**src/flash_host_pkg.sv**
```systemverilog
// Purpose: shared constants and types of the flash command-mode host
// Assumes: 100 MHz reference clock, 16-bit flash data bus, 24-bit word address
// Notes: command encodings not fixed here are parameters of the top module
package flash_host_pkg;
  localparam int ADDR_W = 24;
  localparam int DATA_W = 16;
  localparam int REG_AW = 8;
  // flash pin timing
  localparam int CLK_NS = 10;
  localparam int T_SETUP_NS = 20;
  localparam int T_WP_NS = 50;
  localparam int T_HOLD_NS = 20;
  localparam int T_ACCESS_NS = 120;
  // least times, rounded up to whole cycles
  localparam logic [7:0] SETUP_CYC = 8'((T_SETUP_NS + CLK_NS - 1) / CLK_NS);
  localparam logic [7:0] WP_CYC = 8'((T_WP_NS + CLK_NS - 1) / CLK_NS);
  localparam logic [7:0] HOLD_CYC = 8'((T_HOLD_NS + CLK_NS - 1) / CLK_NS);
  localparam logic [7:0] ACCESS_CYC = 8'((T_ACCESS_NS + CLK_NS - 1) / CLK_NS);
  // software register byte offsets
  localparam logic [REG_AW-1:0] OFS_CFG = 8'h00;
  localparam logic [REG_AW-1:0] OFS_CMD = 8'h04;
  localparam logic [REG_AW-1:0] OFS_ADDR = 8'h08;
  localparam logic [REG_AW-1:0] OFS_WDATA = 8'h0c;
  localparam logic [REG_AW-1:0] OFS_RDATA = 8'h10;
  localparam logic [REG_AW-1:0] OFS_STATUS = 8'h14;
  // configuration bit positions, reset value
  localparam int CFG_SUSP_BIT = 0;
  localparam int CFG_AUTORST_BIT = 1;
  localparam logic [1:0] CFG_RESET = 2'h0;
  // status bit positions
  localparam int ST_BUSY = 0;
  localparam int ST_MODE_LO = 1;
  localparam int ST_TLE = 3;
  localparam int ST_BUFABT = 4;
  localparam int ST_REFUSED = 5;
  localparam int ST_CHKERR = 6;
  localparam int ST_PROT = 7;
  localparam int ST_UNKNOWN = 8;
  // polled status bits of the flash data bus
  localparam int DQ_TLE_BIT = 5;
  localparam int DQ_BUFABT_BIT = 1;
  // query and autoselect addresses
  localparam logic [7:0] QRY_CMD_ADDR = 8'h55;
  localparam logic [7:0] QRY_CMD = 8'h98;
  localparam logic [7:0] EXT_FIRST = 8'h40;
  localparam logic [7:0] EXT_LAST = 8'h50;
  localparam logic [7:0] EXT_WP_POS = 8'h4f;
  localparam logic [7:0] AS_PROT_LOW = 8'h02;

  typedef enum logic [2:0] {
    OP_READ = 3'h0, OP_WRITE = 3'h1, OP_RESET = 3'h2,
    OP_QUERY = 3'h3, OP_AUTOSEL = 3'h4, OP_POLL = 3'h5
  } op_t;
  typedef enum logic [1:0] {
    MODE_ARRAY = 2'h0, MODE_ESR = 2'h1, MODE_QUERY = 2'h2, MODE_AUTOSEL = 2'h3
  } mode_t;
  typedef struct packed {
    logic wr;
    logic [ADDR_W-1:0] addr;
    logic [DATA_W-1:0] data;
  } cyc_t;
endpackage

```
**src/flash_cycle_if.sv**
```systemverilog
// Purpose: request/answer link between sequencer and pin cycle engine
// Assumes: one request outstanding at a time
// Notes: req is a one-cycle pulse, done a one-cycle pulse with rdata valid
`timescale 1ns/10ps
interface flash_cycle_if import flash_host_pkg::*; ();
  logic req;
  cyc_t cmd;
  logic done;
  logic [DATA_W-1:0] rdata;
  modport engine(input req, input cmd, output done, output rdata);
  modport sequencer(output req, output cmd, input done, input rdata);
endinterface

```
**src/flash_cycle_engine.sv**
```systemverilog
// Purpose: drives one flash read or write bus cycle on the pins
// Assumes: requests arrive only while idle
// Notes: address set before the strobe falls, data held past its rise
`timescale 1ns/10ps
module flash_cycle_engine import flash_host_pkg::*; (
  // clock and reset
  input wire logic i_ref_clk,
  input wire logic i_reset_n,
  // sequencer side
  flash_cycle_if.engine cyc,
  // flash pins
  output logic [ADDR_W-1:0] o_flash_addr,
  output logic [DATA_W-1:0] o_flash_dq_out,
  output logic o_flash_dq_oe,
  input wire logic [DATA_W-1:0] i_flash_dq_in,
  output logic o_flash_ce_n,
  output logic o_flash_we_n,
  output logic o_flash_oe_n
);
  typedef enum logic [1:0] {
    PH_IDLE = 2'b00, PH_SETUP = 2'b01, PH_STROBE = 2'b11, PH_HOLD = 2'b10
  } phase_t;

  phase_t phase;
  logic [7:0] cnt;
  logic is_wr;
  wire cnt_zero = (cnt == 8'h00);
  wire [7:0] strobe_len = is_wr ? WP_CYC : ACCESS_CYC;

  always_ff @(posedge i_ref_clk) begin
    if (!i_reset_n) begin
      phase <= PH_IDLE;
      cnt <= 8'h00;
      is_wr <= 1'b0;
      o_flash_addr <= '0;
      o_flash_dq_out <= '0;
      o_flash_dq_oe <= 1'b0;
      o_flash_ce_n <= 1'b1;
      o_flash_we_n <= 1'b1;
      o_flash_oe_n <= 1'b1;
      cyc.done <= 1'b0;
      cyc.rdata <= '0;
    end else begin
      cyc.done <= 1'b0;
      case (phase)
        PH_IDLE: begin
          if (cyc.req) begin
            o_flash_addr <= cyc.cmd.addr;
            o_flash_dq_out <= cyc.cmd.data;
            o_flash_dq_oe <= cyc.cmd.wr;
            is_wr <= cyc.cmd.wr;
            o_flash_ce_n <= 1'b0;
            cnt <= SETUP_CYC - 8'h01;
            phase <= PH_SETUP;
          end
        end
        PH_SETUP: begin
          if (cnt_zero) begin
            o_flash_we_n <= !is_wr;
            o_flash_oe_n <= is_wr;
            cnt <= strobe_len - 8'h01;
            phase <= PH_STROBE;
          end else begin
            cnt <= cnt - 8'h01;
          end
        end
        PH_STROBE: begin
          if (cnt_zero) begin
            o_flash_we_n <= 1'b1;
            o_flash_oe_n <= 1'b1;
            if (!is_wr) begin
              cyc.rdata <= i_flash_dq_in;
            end
            cnt <= HOLD_CYC - 8'h01;
            phase <= PH_HOLD;
          end else begin
            cnt <= cnt - 8'h01;
          end
        end
        PH_HOLD: begin
          if (cnt_zero) begin
            o_flash_ce_n <= 1'b1;
            o_flash_dq_oe <= 1'b0;
            cyc.done <= 1'b1;
            phase <= PH_IDLE;
          end else begin
            cnt <= cnt - 8'h01;
          end
        end
        default: phase <= PH_IDLE;
      endcase
    end
  end
endmodule

```
**src/flash_cmd_host.sv**
```systemverilog
// Purpose: host-side controller issuing flash command-mode sequences
// Assumes: software drives the plain register port; flash pins synchronous
// Notes: tracks device mode and checks query/autoselect answers
//
// Local design decisions: the address-and-strobe port and the placing of the registers.
`timescale 1ns/10ps
module flash_cmd_host import flash_host_pkg::*; #(
  parameter logic [ADDR_W-1:0] UNLOCK1_ADDR = 24'h000555,
  parameter logic [DATA_W-1:0] UNLOCK1_DATA = 16'h00aa,
  parameter logic [ADDR_W-1:0] UNLOCK2_ADDR = 24'h0002aa,
  parameter logic [DATA_W-1:0] UNLOCK2_DATA = 16'h0055,
  parameter logic [DATA_W-1:0] AUTOSEL_CMD = 16'h0090,
  parameter logic [DATA_W-1:0] RESET_CMD = 16'h00f0
) (
  // clock and reset
  input wire logic i_ref_clk,
  input wire logic i_reset_n,
  // software register port
  input wire logic [REG_AW-1:0] i_reg_addr,
  input wire logic [31:0] i_reg_wdata,
  input wire logic i_reg_wr,
  input wire logic i_reg_rd,
  output logic [31:0] o_reg_rdata,
  // flash pins
  output logic [ADDR_W-1:0] o_flash_addr,
  output logic [DATA_W-1:0] o_flash_dq_out,
  output logic o_flash_dq_oe,
  input wire logic [DATA_W-1:0] i_flash_dq_in,
  output logic o_flash_ce_n,
  output logic o_flash_we_n,
  output logic o_flash_oe_n
);
  typedef enum logic [1:0] {
    SQ_IDLE = 2'b00, SQ_ISSUE = 2'b01, SQ_WAIT = 2'b11
  } seq_t;

  flash_cycle_if cyc_link();

  seq_t seq;
  op_t op;
  mode_t mode;
  logic [1:0] step;
  logic [1:0] cfg;
  logic [ADDR_W-1:0] addr_reg;
  logic [DATA_W-1:0] wdata_reg;
  logic [DATA_W-1:0] rdata_reg;
  logic tle_flag;
  logic bufabt_flag;
  logic refused;
  logic chk_err;
  logic prot_bit;
  logic mode_unknown;
  logic req_q;

  // sequence table: cycle idx of an operation
  function automatic cyc_t seq_cycle(input op_t o, input logic [1:0] idx,
                                     input logic [ADDR_W-1:0] a, input logic [DATA_W-1:0] d);
    cyc_t c;
    c = '{wr: 1'b1, addr: a, data: d};
    case (o)
      OP_READ, OP_POLL: c.wr = 1'b0;
      OP_WRITE: c = '{wr: 1'b1, addr: a, data: d};
      OP_RESET: c = '{wr: 1'b1, addr: a, data: RESET_CMD};
      OP_QUERY: c = '{wr: 1'b1, addr: {16'h0000, QRY_CMD_ADDR}, data: {8'h00, QRY_CMD}};
      OP_AUTOSEL: begin
        case (idx)
          2'd0: c = '{wr: 1'b1, addr: UNLOCK1_ADDR, data: UNLOCK1_DATA};
          2'd1: c = '{wr: 1'b1, addr: UNLOCK2_ADDR, data: UNLOCK2_DATA};
          default: c = '{wr: 1'b1, addr: UNLOCK1_ADDR, data: AUTOSEL_CMD};
        endcase
      end
      default: c.wr = 1'b0;
    endcase
    return c;
  endfunction

  // expected extended query word: {known, value}
  function automatic logic [DATA_W:0] query_expect(input logic [7:0] a);
    case (a)
      8'h40: return {1'b1, 16'h0050};
      8'h41: return {1'b1, 16'h0052};
      8'h42: return {1'b1, 16'h0049};
      8'h43: return {1'b1, 16'h0031};
      8'h44: return {1'b1, 16'h0033};
      8'h45: return {1'b1, 16'h0010};
      8'h46: return {1'b1, 16'h0002};
      8'h47: return {1'b1, 16'h0001};
      8'h48: return {1'b1, 16'h0000};
      8'h49: return {1'b1, 16'h0008};
      8'h4a: return {1'b1, 16'h0000};
      8'h4b: return {1'b1, 16'h0000};
      8'h4c: return {1'b1, 16'h0002};
      8'h4d: return {1'b1, 16'h00b5};
      8'h4e: return {1'b1, 16'h00c5};
      8'h50: return {1'b1, 16'h0001};
      default: return {1'b0, 16'h0000};
    endcase
  endfunction

  wire [2:0] cmd_op = i_reg_wdata[2:0];
  wire cmd_wr = i_reg_wr && (i_reg_addr == OFS_CMD);
  wire busy = (seq != SQ_IDLE);
  wire [1:0] seq_len = (op == OP_AUTOSEL) ? 2'd3 : 2'd1;
  wire last_step = (step == seq_len - 2'd1);
  wire cyc_t cur_cyc = seq_cycle(op, step, addr_reg, wdata_reg);
  // autoselect only from read modes; query from array read or autoselect
  wire mode_refuse = ((cmd_op == OP_AUTOSEL) && !(mode == MODE_ARRAY || mode == MODE_ESR)) ||
                     ((cmd_op == OP_QUERY) && !(mode == MODE_ARRAY || mode == MODE_AUTOSEL));
  // only raw writes or reset while buffer abort pending
  wire abort_refuse = bufabt_flag && (cmd_op != OP_WRITE) && (cmd_op != OP_RESET);
  wire bad_op = (cmd_op > 3'(OP_POLL));
  wire start_ok = cmd_wr && !busy && !mode_refuse && !abort_refuse && !bad_op;
  wire start_bad = cmd_wr && (busy || mode_refuse || abort_refuse || bad_op);
  wire fin = (seq == SQ_WAIT) && cyc_link.done;
  wire seq_done = fin && last_step;
  wire [DATA_W-1:0] rd_now = cyc_link.rdata;
  wire [7:0] lo_addr = addr_reg[7:0];
  wire [DATA_W:0] qexp = query_expect(lo_addr);
  wire in_ext = (lo_addr >= EXT_FIRST) && (lo_addr <= EXT_LAST);
  // write-protect position has two legal values
  wire wp_ok = (rd_now == 16'h0004) || (rd_now == 16'h0005);
  wire q_bad = in_ext && ((lo_addr == EXT_WP_POS) ? !wp_ok : (qexp[DATA_W] && rd_now != qexp[DATA_W-1:0]));
  wire prot_read = (mode == MODE_AUTOSEL) && (lo_addr == AS_PROT_LOW);
  // protection answer is 00h or 01h
  wire p_bad = prot_read && (rd_now[DATA_W-1:1] != 15'h0000);
  wire hi_bad = (mode == MODE_QUERY || mode == MODE_AUTOSEL) && (rd_now[15:8] != 8'h00);
  wire chk_hit = seq_done && (op == OP_READ) && (((mode == MODE_QUERY) && q_bad) || p_bad || hi_bad);
  wire tle_hit = seq_done && (op == OP_POLL) && rd_now[DQ_TLE_BIT];
  wire abt_hit = seq_done && (op == OP_POLL) && rd_now[DQ_BUFABT_BIT];
  // timeout chains a reset when enabled
  wire chain_reset = tle_hit && cfg[CFG_AUTORST_BIT];
  wire st_w1c = i_reg_wr && (i_reg_addr == OFS_STATUS);
  wire [31:0] status_word = {23'h0, mode_unknown, prot_bit, chk_err, refused, bufabt_flag, tle_flag, mode, busy};
  wire [31:0] rd_mux = (i_reg_addr == OFS_CFG) ? {30'h0, cfg} :
                       (i_reg_addr == OFS_ADDR) ? {8'h00, addr_reg} :
                       (i_reg_addr == OFS_WDATA) ? {16'h0000, wdata_reg} :
                       (i_reg_addr == OFS_RDATA) ? {16'h0000, rdata_reg} :
                       (i_reg_addr == OFS_STATUS) ? status_word : 32'h0000_0000;
  // reset lands in suspend-read when an erase is suspended
  wire mode_t reset_mode = cfg[CFG_SUSP_BIT] ? MODE_ESR : MODE_ARRAY;

  assign cyc_link.req = req_q;
  assign cyc_link.cmd = cur_cyc;

  always_ff @(posedge i_ref_clk) begin
    if (!i_reset_n) begin
      cfg <= CFG_RESET;
      addr_reg <= '0;
      wdata_reg <= '0;
      o_reg_rdata <= 32'h0000_0000;
    end else begin
      if (i_reg_wr && i_reg_addr == OFS_CFG) cfg <= i_reg_wdata[1:0];
      if (i_reg_wr && i_reg_addr == OFS_ADDR) addr_reg <= i_reg_wdata[ADDR_W-1:0];
      if (i_reg_wr && i_reg_addr == OFS_WDATA) wdata_reg <= i_reg_wdata[DATA_W-1:0];
      o_reg_rdata <= i_reg_rd ? rd_mux : 32'h0000_0000;
    end
  end

  // sequencer
  always_ff @(posedge i_ref_clk) begin
    if (!i_reset_n) begin
      seq <= SQ_IDLE;
      op <= OP_READ;
      step <= 2'd0;
      req_q <= 1'b0;
    end else begin
      req_q <= 1'b0;
      case (seq)
        SQ_IDLE: begin
          if (start_ok) begin
            op <= op_t'(cmd_op);
            step <= 2'd0;
            seq <= SQ_ISSUE;
          end
        end
        SQ_ISSUE: begin
          req_q <= 1'b1;
          seq <= SQ_WAIT;
        end
        SQ_WAIT: begin
          if (chain_reset) begin
            op <= OP_RESET;
            step <= 2'd0;
            seq <= SQ_ISSUE;
          end else if (seq_done) begin
            seq <= SQ_IDLE;
          end else if (fin) begin
            step <= step + 2'd1;
            seq <= SQ_ISSUE;
          end
        end
        default: seq <= SQ_IDLE;
      endcase
    end
  end

  // mode tracking and sticky flags; a set beats a same-cycle clear
  always_ff @(posedge i_ref_clk) begin
    if (!i_reset_n) begin
      mode <= MODE_ARRAY;
      mode_unknown <= 1'b0;
      rdata_reg <= '0;
      prot_bit <= 1'b0;
    end else if (seq_done) begin
      case (op)
        OP_READ, OP_POLL: rdata_reg <= rd_now;
        OP_RESET: begin
          mode <= reset_mode;
          mode_unknown <= 1'b0;
        end
        OP_QUERY: mode <= MODE_QUERY;
        OP_AUTOSEL: mode <= MODE_AUTOSEL;
        // raw writes leave the device state untracked
        OP_WRITE: mode_unknown <= 1'b1;
        default: mode_unknown <= 1'b1;
      endcase
      if (prot_read && op == OP_READ) prot_bit <= rd_now[0];
    end
  end

  always_ff @(posedge i_ref_clk) begin
    if (!i_reset_n) begin
      tle_flag <= 1'b0;
      bufabt_flag <= 1'b0;
      refused <= 1'b0;
      chk_err <= 1'b0;
    end else begin
      tle_flag <= tle_hit || (tle_flag && !(st_w1c && i_reg_wdata[ST_TLE]));
      bufabt_flag <= abt_hit || (bufabt_flag && !(st_w1c && i_reg_wdata[ST_BUFABT]));
      refused <= start_bad || (refused && !(st_w1c && i_reg_wdata[ST_REFUSED]));
      chk_err <= chk_hit || (chk_err && !(st_w1c && i_reg_wdata[ST_CHKERR]));
    end
  end

  flash_cycle_engine u_engine (
    .i_ref_clk(i_ref_clk),
    .i_reset_n(i_reset_n),
    .cyc(cyc_link.engine),
    .o_flash_addr(o_flash_addr),
    .o_flash_dq_out(o_flash_dq_out),
    .o_flash_dq_oe(o_flash_dq_oe),
    .i_flash_dq_in(i_flash_dq_in),
    .o_flash_ce_n(o_flash_ce_n),
    .o_flash_we_n(o_flash_we_n),
    .o_flash_oe_n(o_flash_oe_n)
  );
endmodule

```
**config.mk**
```make
export PLATFORM = sky130hd
export DESIGN_NAME = flash_cmd_host
export DESIGN_NICKNAME = d
export VERILOG_FILES = /design/src/flash_host_pkg.sv /design/src/flash_cycle_if.sv /design/src/flash_cycle_engine.sv /design/src/flash_cmd_host.sv
export SDC_FILE = /design/constraint.sdc
export NUM_CORES = 1
export LEC_CHECK = 0
export ABC_AREA = 1
export BUFFER_PORTS_ARGS = -buffer_cell sky130_fd_sc_hd__buf_2
export CAP_MARGIN = 20
export CORE_MARGIN = 10
export CORE_UTILIZATION = 45
export DETAILED_ROUTE_END_ITERATION = 8
export GPL_TIMING_DRIVEN = 0
export PLACE_DENSITY = 0.69
export SYNTH_ARGS = -nofsm -noshare
export SYNTH_HDL_FRONTEND = slang
export SYNTH_SLANG_ARGS = --single-unit
```
**constraint.sdc**
```tcl
create_clock -name i_ref_clk -period 1.7 [get_ports i_ref_clk]
set_input_delay 0.085 -clock i_ref_clk [delete_from_list [all_inputs] [get_ports i_ref_clk]]
set_output_delay 0.085 -clock i_ref_clk [all_outputs]
set_load 0.02 [all_outputs]
```
**Yosys cells after proc, flatten, opt, wreduce, memory -nomap -nowiden**

Index checks and enable logic that the tools add are counted.

- Flip-flop bits (word level): 178
- Logic and storage cells: 246

- $add $sub $neg: 4
- Order comparisons: 3
- Equality and inequality tests: 55
- Muxes and demuxes: 50
- Bitwise operators: 4
- Reduce and logical (&&, ||, !) cells: 101

Operators by type and width:

| cell | count |
|---|---|
| 17-bit case mux with 12 select lines | 1 |
| 8-bit by 7-bit equality test with 1-bit output (second input constant) | 17 |
| 40-bit case mux with 3 select lines | 1 |
| 27-bit case mux with 2 select lines | 1 |
| 1-bit logical AND | 38 |
| 16-bit by 3-bit equality test with 1-bit output (second input constant) | 2 |
| 16-bit two-way mux | 2 |
| 8-bit two-way mux | 4 |
| 8-bit case mux with 4 select lines | 1 |
| 2-bit two-way mux | 14 |
| 24-bit two-way mux | 1 |
| 2-bit AND reduction | 9 |
| 8-bit by 4-bit equality test with 1-bit output (second input constant) | 2 |
| 8-bit by 5-bit equality test with 1-bit output (second input constant) | 2 |
| 8-bit zero test | 2 |
| 16-bit != test | 1 |
| 8-bit by 1-bit subtractor with 8-bit output (second input constant) | 2 |
| 15-bit nonzero test | 1 |
| 1-bit logical OR | 14 |
| 1-bit zero test | 12 |
| 1-bit case mux with 2 select lines | 6 |
| 2-bit case mux with 3 select lines | 2 |
| 3-bit AND reduction | 4 |
| 2-bit equality test (second input constant) | 5 |
| 36 further kinds | 73 |

**Depth between registers and ports, before layout**

Gate-level depths: netlist of the first run.

- Word-level depth: 12
- Mapped depth: 18
- Mapped depth without buffers: 17

**Modules after synthesis**

A second synthesis of the first run with hierarchy kept.

- Cells, all modules: 1,090
- Area total of the unflattened synthesis: 7,873.8 um2

By module, submodules not included:

| module | instances | cells each | area each (um2) | seq. area each (um2) |
|---|---|---|---|---|
| flash_cmd_host | 1 | 716 | 4,877.2 | 1,961.9 |
| flash_cycle_engine | 1 | 374 | 2,996.6 | 1,441.4 |

**Worst setup path after synthesis of the first run**

No wires, ideal clock.

- Path type: reg2reg
- Start: register u_engine.cnt[0]
- End: register u_engine.cyc.rdata[7]
- Setup time: 0.120 ns
- Arrival time: 1.704 ns
- Data required time: 1.580 ns
- Setup slack: -0.124 ns
- Cell stages (with the launch flop): 13
- Path buffers: 1
- Clock period less this slack: 1.824 ns
- Cell sequence: dfxtp_1 -> inv_1 -> ha_1 -> inv_1 -> nor4_4 -> inv_2 -> nor2_4 -> inv_2 -> nor3_4 -> inv_2 -> buf_6 -> o21ai_1 -> a21oi_1

- Word-level cells in the longest chain between the ends: 2

Ends and longest elaborated chain:

| element | RTL line | text |
|---|---|---|
| start, declared | flash_cycle_engine.sv:25 | `logic [7:0] cnt;` |
| start signal, assigned | flash_cycle_engine.sv:53 | `cnt <= SETUP_CYC - 8'h01;` |
| start signal, assigned | flash_cycle_engine.sv:61 | `cnt <= strobe_len - 8'h01;` |
| start signal, assigned | flash_cycle_engine.sv:64 | `cnt <= cnt - 8'h01;` |
| 8-bit zero test | flash_cycle_engine.sv:27 | `wire cnt_zero = (cnt == 8'h00);` |
| 3-bit AND reduction (no line) | n/a |  |
| end signal, assigned | flash_cycle_engine.sv:72 | `cyc.rdata <= i_flash_dq_in;` |
| end, declared | flash_cycle_if.sv:10 | `modport engine(input req, input cmd, output done, output rdata);` |

No other way between the ends.
A chain may end at the register's enable or synchronous reset.

**Final worst setup path of the first run**

- Start: register u_engine.cnt[0]
- End: register u_engine.cyc.rdata[13]

Same word-level chain as after synthesis.

==> qor.csv, run 1 <==
metric;value;unit
Maximum Capacitance Violations;0;
final setup skew;0.00791;ns
largest net degree at the start of global routing;19;
Max Clock Freq;514;MHz
synth cell count leaders;dfxtp_1 (170), o21ai_0 (141), nand2_1 (138), a21oi_1 (113), nor2_1 (106);
Worst Max-Slew Pin Slew;0.835;ns
Reg2Reg Depth;13;
Distinct cells, synth;43;
post-route ant nets;0;
Initial Util;45.9;%
Cell Pwr Density;1080;mW/mm^2
GPL Wtd Cong;0.967;
RR Endpoint;u_engine.cyc.rdata[13];
syn_area_per_cell;7.54;sq um
async set-or-reset flop fraction in the synthesized netlist;0;%
Setup violations, final;48;
Yosys top cell by area;dfxtp_1;
Yosys top cell area share;46.7;%
Port-buffer cells;118;
CTS Sinks;170;
Worst setup EP type;flop;
Final Hold Fails;0;
Final period util;115;%
Pleak;4.41;nW
Worst Path Max Fanout;5;
WP data arrival;2.27;ns
ant diodes;0;
HP Class;in -> reg;
Via density;5.39;
Final WS setup;-0.247;ns
area of the die;0.0217;sq mm
drt first pass iters;5;
utilization after layout;64.8;%
DR WL/cell;17.5;um
status;finished with violations;
YS warnings;0;
first-pass GRT wire length;37.7;mm
top-count cell post-synth;dfxtp_1;
Residual DRC;0;
First DRT Iteration DRCs;770;
Area after DPL;0.00820;sq mm
flops & latches, synth;170;
Crit. Startpoint;u_engine.cnt[0];
Die Wd;147;um
Synth Cell Area;0.00729;sq mm
required time of the critical path;2.02;ns
Worst setup SP type;flop;
number of buffers created by CTS;17;
RSZ-0062 raised after global routing;yes;
Clock Latency Late Sink;0.44;ns
Synth Flop Type;dfxtp_1;
VDD IR max;0.000777;V
synthesis-to-layout area growth;41.2;%
clock slew at reported path FFs;0.07;ns
failing checks;setup timing;
grt ovf;0;
Clock Path Buffers;2;
overall routing resource usage;21.5;%
Worst slew margin;43.8;%
share of post-route cells with drive strength above 1;32.2;%
EDFF count, synth;0;
Root Buffer;clkbuf_16;
initial antenna violation count;1;
crit path kind;reg -> reg;
core area;0.0159;sq mm
flop-to-flop setup slack;-0.25;ns
nets@finish;1279;
top cells by area, synth;dfxtp_1 (47%), o21ai_0 (9.7%), a21oi_1 (7.8%);
Final Max Slew Viols;0;
Rows;46;
die height;147;um
CP endpoint;u_engine.cyc.rdata[13];
Gate Count Post-Synth;966;
Tmin final;1.95;ns
final instance area;0.0103;sq mm
I/O pin cnt;136;
WL final;25.1;mm
vias in the first global route;7232;
total number of vias;7758;
TritonCTS clock tree;done;
RR Startpoint;u_engine.cnt[0];
post-detail-place hpwl;17.5;mm
H-tree Lvls;4;
post-synthesis sequential area ratio;46.7;%
[power by group]
part | internal [mW] | switching, mW | total, mW
Sequential | 4.24 | 0.215 | 4.45
Combinational | 1.10 | 1.58 | 2.69
Clock | 2.10 | 1.85 | 3.95
Total | 7.44 | 3.65 | 11.1
[placed cells by master, fill, tap and decap left out, types with 11 or more instances in the layout]
| cell | n |
|---|---|
| dfxtp_1 | 151 |
| buf_2 | 122 |
| o21ai_0 | 116 |
| nand2_1 | 112 |
| a21oi_1 | 96 |
| nor2_1 | 86 |
| inv_1 | 82 |
| buf_4 | 55 |
| dlygate4sd3_1 | 40 |
| nand3_1 | 35 |
| clkbuf_1 | 24 |
| o21ai_2 | 24 |
| inv_2 | 19 |
| nand2_2 | 19 |
| clkbuf_16 | 18 |
| a21oi_2 | 17 |
| nor2_4 | 15 |
| buf_6 | 15 |
| nor2_2 | 12 |
| dfxtp_2 | 11 |
[what timing repair did]
item | 4_1_cts | 5_1_grt
hold buffers | 40 | 0
gates resized for setup | 91 | 142
pin swaps | 28 | 49
buffers inserted | 29 | 25
hold endpoints to repair | 54 | 0
setup endpoints to repair | 94 | 100
gates cloned | 4 | 2
[metal layers]
metal | global-route usage [%] | wire, um | up-vias
met2 | 35.2 | 12000 | 352
met1 | 26.9 | 10400 | 3645
met5 | 0 | 0 | -
met4 | 8.92 | 751 | 0
li1 | - | - | 3703
met3 | 4.58 | 1920 | 58
[cell type report]
type	instances	area (sq um)
clock inverter	15	181
timing repair buffer	215	1490
timing repair inverter	2	16.3
inverter	107	422
tap	216	270
multi-input combinational	647	3720
fill	1347	5600
clock buffer	17	425
buffer	49	312
sequential	170	3450
[metrics by stage]
step / TNS (ns) / hold WS [ns] / setup slack [ns] / total power, mW / std cells
floorplan: -0.641 / 0.220 / -0.0915 / 5.86 / 973
global placement: -38.64 / 0.312 / -0.527 / 6.40 / 1307
detailed placement: -39.22 / 0.322 / -0.536 / 6.41 / 1307
CTS: -2.84 / 0.0632 / -0.182 / 10.7 / 1412
global route: -10.03 / 0.0989 / -0.320 / 11.5 / 1438
finish: -5.31 / 0.0690 / -0.247 / 11.1 / 1438
[worst min-delay path by stage]
stage / from / endpoint / slack [ns] / cells past startpoint
3_3_place_gp: i_flash_dq_in[9] / u_engine.cyc.rdata[9] / 0.31 / 3
6_report: i_reg_rd / o_reg_rdata[0] / 0.07 / 3
5_1_grt: i_reg_wr / refused / 0.1 / 4
4_1_cts: i_reg_rd / o_reg_rdata[0] / 0.06 / 3
2_1_floorplan: i_flash_dq_in[10] / u_engine.cyc.rdata[10] / 0.22 / 2
3_5_place_dp: i_flash_dq_in[8] / u_engine.cyc.rdata[8] / 0.32 / 3
[kinds of logic (layout without fill, tap and decap cells)]
logic type | after synthesis | in the layout | synth area share [%]
fa+ha+maj | 10 | 10 | 1.72
flops | 170 | 170 | 46.7
xor+xnor | 6 | 6 | 0.721
compound gates | 303 | 303 | 22.2
simple gates | 320 | 320 | 19.6
buf+inv | 156 | 405 | 8.98
other cells | 1 | 8 | 0.0515
[critical path: stages, from the launching register on]
cell	delay, ns
dfxtp_2	0.34
inv_2	0.09
ha_4	0.13
inv_2	0.03
nor4_4	0.27
inv_2	0.11
nor2_4	0.12
inv_2	0.06
nor3_4	0.15
buf_12	0.16
inv_8	0.04
buf_8	0.13
o21ai_2	0.12
a21oi_1	0.07
Note: power is estimated with default switching activity, not from simulation.
==> run 2, diff against run 1 <==
- ABC_AREA: 1 -> unset
- PLACE_DENSITY: 0.69 -> 0.67
- clock period: 1.7 -> 1.8 ns (I/O delays scaled with it)
==> run 2 against run 1 <==
The run still ends with setup timing left. Highest routed layer unchanged. Largest power group unchanged. Largest cell class unchanged. Combinational power fell by 87%. Sequential cell count unchanged. Critical path depth is 5 lower. Worst hold slack better by 0.051 ns. Cell area decreased by 3.0%.
==> qor.csv, run 2 <==
metric;value;unit
Port-buffer cells;116;
area of the die;0.0216;sq mm
GPL Wtd Cong;0.982;
HP Class;in -> reg;
I/O pin cnt;136;
post-synthesis sequential area ratio;46.9;%
DR WL/cell;18.6;um
Hold Path Origin;i_reg_addr[4];
Via density;5.53;
Final WS setup;-0.0834;ns
Worst Max-Slew Pin Slew;0.753;ns
Clock Latency Late Sink;0.44;ns
Residual DRC;0;
grt ovf;0;
top-count cell post-synth;dfxtp_1;
vias in the first global route;6797;
RR Startpoint;addr_reg[4];
Yosys top cell area share;46.9;%
Initial Util;45.9;%
number of buffers created by CTS;17;
Max Clock Freq;531;MHz
commonest cells after routing, fill and taps aside;dfxtp_1 (156), nand2_1 (136), buf_2 (122);
die height;147;um
initial antenna violation count;1;
FF+latch area;0.00344;sq mm
largest net degree at the start of global routing;19;
Power Total;7.72;mW
Final Hold Fails;0;
area of the multi-input gates;0.00384;sq mm
hold depth;4;
Tmin final;1.88;ns
Yosys top cell by area;dfxtp_1;
EDFF count, synth;0;
overall routing resource usage;21.1;%
Distinct cells, synth;68;
Worst setup EP type;flop;
Die Wd;147;um
Root Buffer;clkbuf_16;
RSZ-0062 raised after global routing;yes;
Cell Pwr Density;773;mW/mm^2
flop-to-flop setup slack;-0.08;ns
Worst Path Max Fanout;7;
Synth Cell Area;0.00726;sq mm
TritonCTS clock tree;done;
Synth Flop Type;dfxtp_1;
WP data arrival;2.20;ns
Clock Path Buffers;2;
final setup skew;0.0137;ns
post-detail-place hpwl;16.8;mm
Rows;46;
FILL cells;1316;
H-tree Lvls;4;
WL final;24.2;mm
syn_area_per_cell;8.56;sq um
nets@finish;1140;
failing checks;setup timing;
Final period util;105;%
Final Max Slew Viols;0;
setup tns final;-0.105;ns
drt first pass iters;6;
VDD IR max;0.000664;V
async set-or-reset flop fraction in the synthesized netlist;0;%
First DRT Iteration DRCs;710;
Reg2Reg Depth;8;
total number of vias;7193;
Area after DPL;0.00817;sq mm
top cells by area, synth;dfxtp_1 (47%), nand2_1 (7.2%), a21oi_1 (6.2%);
required time of the critical path;2.11;ns
synthesis-to-layout area growth;37.4;%
first-pass GRT wire length;37.0;mm
final instance area;0.00998;sq mm
share of post-route cells with drive strength above 1;27.8;%
commonest non-fill, non-tap cell in the layout;dfxtp_1;
Worst slew margin;49.8;%
RR Endpoint;chk_err;
Maximum Capacitance Violations;0;
Gate Count Post-Synth;849;
YS warnings;0;
synth cell count leaders;dfxtp_1 (170), nand2_1 (139), a21oi_1 (90), nor2_1 (84), o21ai_0 (39);
Setup violations, final;3;
flops & latches, synth;170;
Worst setup SP type;flop;
Pleak;4.15;nW
WHS Endpoint;chk_err;
status;finished with violations;
CTS Sinks;170;
post-route ant nets;0;
clock slew at reported path FFs;0.07;ns
core area;0.0158;sq mm
crit path kind;reg -> reg;
run 2: changes by cell type after synthesis, sizes merged, moves of 9 or more:
cell,previous run,this run
o21ai,152,41
inv,106,16
mux2i,0,36
nor2,113,87
a21oi,113,90
nand3,41,20
a22o,1,19
a222oi,0,14
and2,0,10
clkbuf,29,38
run 2: critical path: stages (launching register included):
cell	delay [ns]
dfxtp_1	0.31
buf_6	0.12
nor4b_4	0.26
buf_4	0.20
o221a_2	0.19
and4b_1	0.23
o22ai_2	0.07
nor4_2	0.29
o21ai_1	0.09
run 2: where the power goes:
group | switching, mW | internal (mW)
logic | 0.192 | 0.154
clock network | 1.72 | 1.89
registers | 0.00618 | 3.75
total | 1.92 | 5.79
run 2: worst max-delay path by stage:
stage	start	endpoint	slack (ns)	depth (start not counted)
2_1_floorplan	addr_reg[1]	chk_err	-0.03	8
3_3_place_gp	u_engine.phase[1]	u_engine.cnt[4]	-0.46	8
3_5_place_dp	u_engine.phase[1]	u_engine.cnt[4]	-0.47	8
4_1_cts	addr_reg[4]	chk_err	-0.18	7
5_1_grt	addr_reg[4]	chk_err	-0.18	8
6_report	addr_reg[4]	chk_err	-0.08	8
run 2: cell families (layout without fill, tap and decap cells):
group           Yosys count  count (layout)  synth area share (%)
flops                   170             170                  46.9
xor+xnor                  9               9                  1.09
other cells               1               9                0.0516
compound gates          208             208                  18.1
fa+ha+maj                10              10                  1.72
simple gates            336             336                  22.3
mux                      36              36                  4.96
buf+inv                  79             306                  5.00
run 2: cell type report:
| cell class | instances | share of cell area (%) |
|---|---|---|
| clock buffer | 18 | 4.40 |
| tap | 216 | 2.71 |
| timing repair buffer | 197 | 14.0 |
| antenna | 1 | 0.0251 |
| sequential | 170 | 34.5 |
| clock inverter | 14 | 1.52 |
| buffer | 61 | 3.70 |
| multi-input combinational | 607 | 38.5 |
| inverter | 16 | 0.652 |
run 2: per-stage QoR:
step	instances	hold WS [ns]	utilization [%]	worst slack (ns)
after floorplan	856	0.226	-	-0.0304
after global placement	1188	0.320	51.6	-0.457
after detailed placement	1188	0.327	51.6	-0.467
after CTS	1276	0.0949	60.3	-0.177
after global routing	1300	0.140	63.0	-0.179
final	1300	0.120	63.0	-0.0834
run 2: repair_timing:
action,in CTS,in global routing
hold buffers,41,0
endpoints found under the setup margin,88,123
pin swaps,16,26
cloned,1,1
resized for setup,64,73
endpoints found under the hold margin,60,0
setup buffers,15,23
run 2: routing by layer:
layer,wire (um),track usage (%),vias to the layer above
li1,-,-,3438
met3,1890,4.45,50
met4,612,8.08,0
met2,11400,33.7,320
met1,10300,27.4,3385
met5,0,0,-
==> run 3, diff against run 2 <==
- SKIP_CTS_REPAIR_TIMING: unset -> 1
==> run 3 against run 2 <==
Largest power group unchanged. The run still ends with setup timing left. Critical path type unchanged. Clock-buffer cell count unchanged. Non-clock buffer count increased by 6. First-iteration DRC count increased by 17%. Combinational power about the same. Critical endpoint is now rdata_reg[0].
==> qor.csv, run 3 (synthesis results as in run 2) <==
metric;value;unit
RR Startpoint;op[2];
I/O pin cnt;136;
First DRT Iteration DRCs;833;
FILL cells;1320;
Pint;5.79;mW
Switching Share;24.8;%
grt ovf;0;
first-pass GRT wire length;34.8;mm
Worst slew margin;52.3;%
DP Worst Slack;-0.467;ns
Placed Cells;1188;
failing checks;setup timing;
post-detail-place hpwl;16.8;mm
Die Wd;147;um
CTS Sinks;170;
Hold Path Origin;i_reg_addr[4];
HP Class;in -> reg;
Residual DRC;0;
Rows;46;
largest net degree at the start of global routing;19;
total number of vias;7187;
drt first pass iters;7;
metal2 WL;11.2;mm
Combinational Power Share;4.4;%
Maximum Capacitance Violations;0;
Port-buffer cells;116;
WL final;24.1;mm
overall routing resource usage;20.0;%
Area after DPL;0.00817;sq mm
H-tree Lvls;4;
utilization after layout;63.5;%
Post-Route M1 WL;10.3;mm
die height;147;um
final setup skew;0.0146;ns
area of the die;0.0216;sq mm
final instance area;0.0101;sq mm
FF+latch area;0.00344;sq mm
area of the multi-input gates;0.00388;sq mm
Worst setup SP type;flop;
Final Max Slew Viols;0;
sequential share of power;48.8;%
Cell Pwr Density;766;mW/mm^2
GPL Wtd Cong;0.982;
Non-Filler Instances;1306;
synthesis-to-layout area growth;38.5;%
Tmin final;1.95;ns
Initial Util;45.9;%
Final period util;108;%
NetSw;1.92;mW
post-route ant nets;0;
highest routed layer;met4;
Setup violations, final;26;
wire length on met3;1.82;mm
required time of the critical path;2.11;ns
clock slew at reported path FFs;0.07;ns
WP data arrival;2.26;ns
VDD IR max;0.000683;V
status;finished with violations;
Final WS setup;-0.152;ns
clock share of power;46.8;%
Power Total;7.71;mW
TritonCTS clock tree;done;
Max Clock Freq;512;MHz
commonest non-fill, non-tap cell in the layout;dfxtp_1;
Worst Max-Slew Pin Slew;0.716;ns
commonest cells after routing, fill and taps aside;dfxtp_1 (156), nand2_1 (136), buf_2 (123);
Final Hold Fails;0;
number of buffers created by CTS;17;
nets@finish;1146;
core area;0.0158;sq mm
Via density;5.50;
Clock Path Buffers;2;
DR WL/cell;18.4;um
Worst Path Max Fanout;7;
Worst setup EP type;flop;
worst hold margin;0.152;ns
setup tns final;-2.54;ns
Root Buffer;clkbuf_16;
RSZ-0062 raised after global routing;yes;
Clock Latency Late Sink;0.44;ns
Crit. Startpoint;op[2];
crit path kind;reg -> reg;
initial antenna violation count;1;
Pleak;4.18;nW
share of post-route cells with drive strength above 1;29.0;%
vias in the first global route;6373;
==> run 3: cell count changes in the layout (fill, tap and decap cells not counted), sizes merged <==
| cell | change |
|---|---|
| buf | +6 |
==> run 3: cell type report <==
type                       count  share of cell area, %
antenna                        1                 0.0249
clock buffer                  18                   4.37
buffer                        62                   3.88
timing repair buffer         202                   14.1
clock inverter                14                   1.51
tap                          216                   2.69
multi-input combinational    607                   38.6
inverter                      16                  0.647
sequential                   170                   34.2
==> run 3: worst max-delay path, stage by stage (launching register included) <==
cell and delay (ns):
dfxtp_2 0.33, buf_6 0.11, nor3b_4 0.29, buf_12 0.15, xnor2_4 0.08, nor2_4 0.20
nand4_4 0.22, buf_4 0.21, mux2i_1 0.17, nor2_1 0.05
==> run 3: power by group through the flow <==
stage / logic [mW] / clock network, mW / registers (mW)
floorplan: 0.119 / 0 / 3.85
global placement: 0.237 / 0 / 3.86
detailed placement: 0.238 / 0 / 3.86
CTS: 0.240 / 3.65 / 3.77
global route: 0.367 / 3.80 / 3.76
finish: 0.343 / 3.60 / 3.76
==> run 3: worst paths after layout <==
kind | to | depth (start not counted) | slack (ns)
max | rdata_reg[0] | 9 | -0.15
min | chk_err | 4 | 0.15
max reg2reg | rdata_reg[0] | 9 | -0.15
min reg2reg | addr_reg[18] | 2 | 0.47
==> run 3: routing by layer <==
layer | track usage [%] | vias to the layer above
met3 | 5.04 | 64
met2 | 31.2 | 312
li1 | - | 3450
met4 | 7.33 | 0
met5 | 0 | -
met1 | 26.1 | 3361
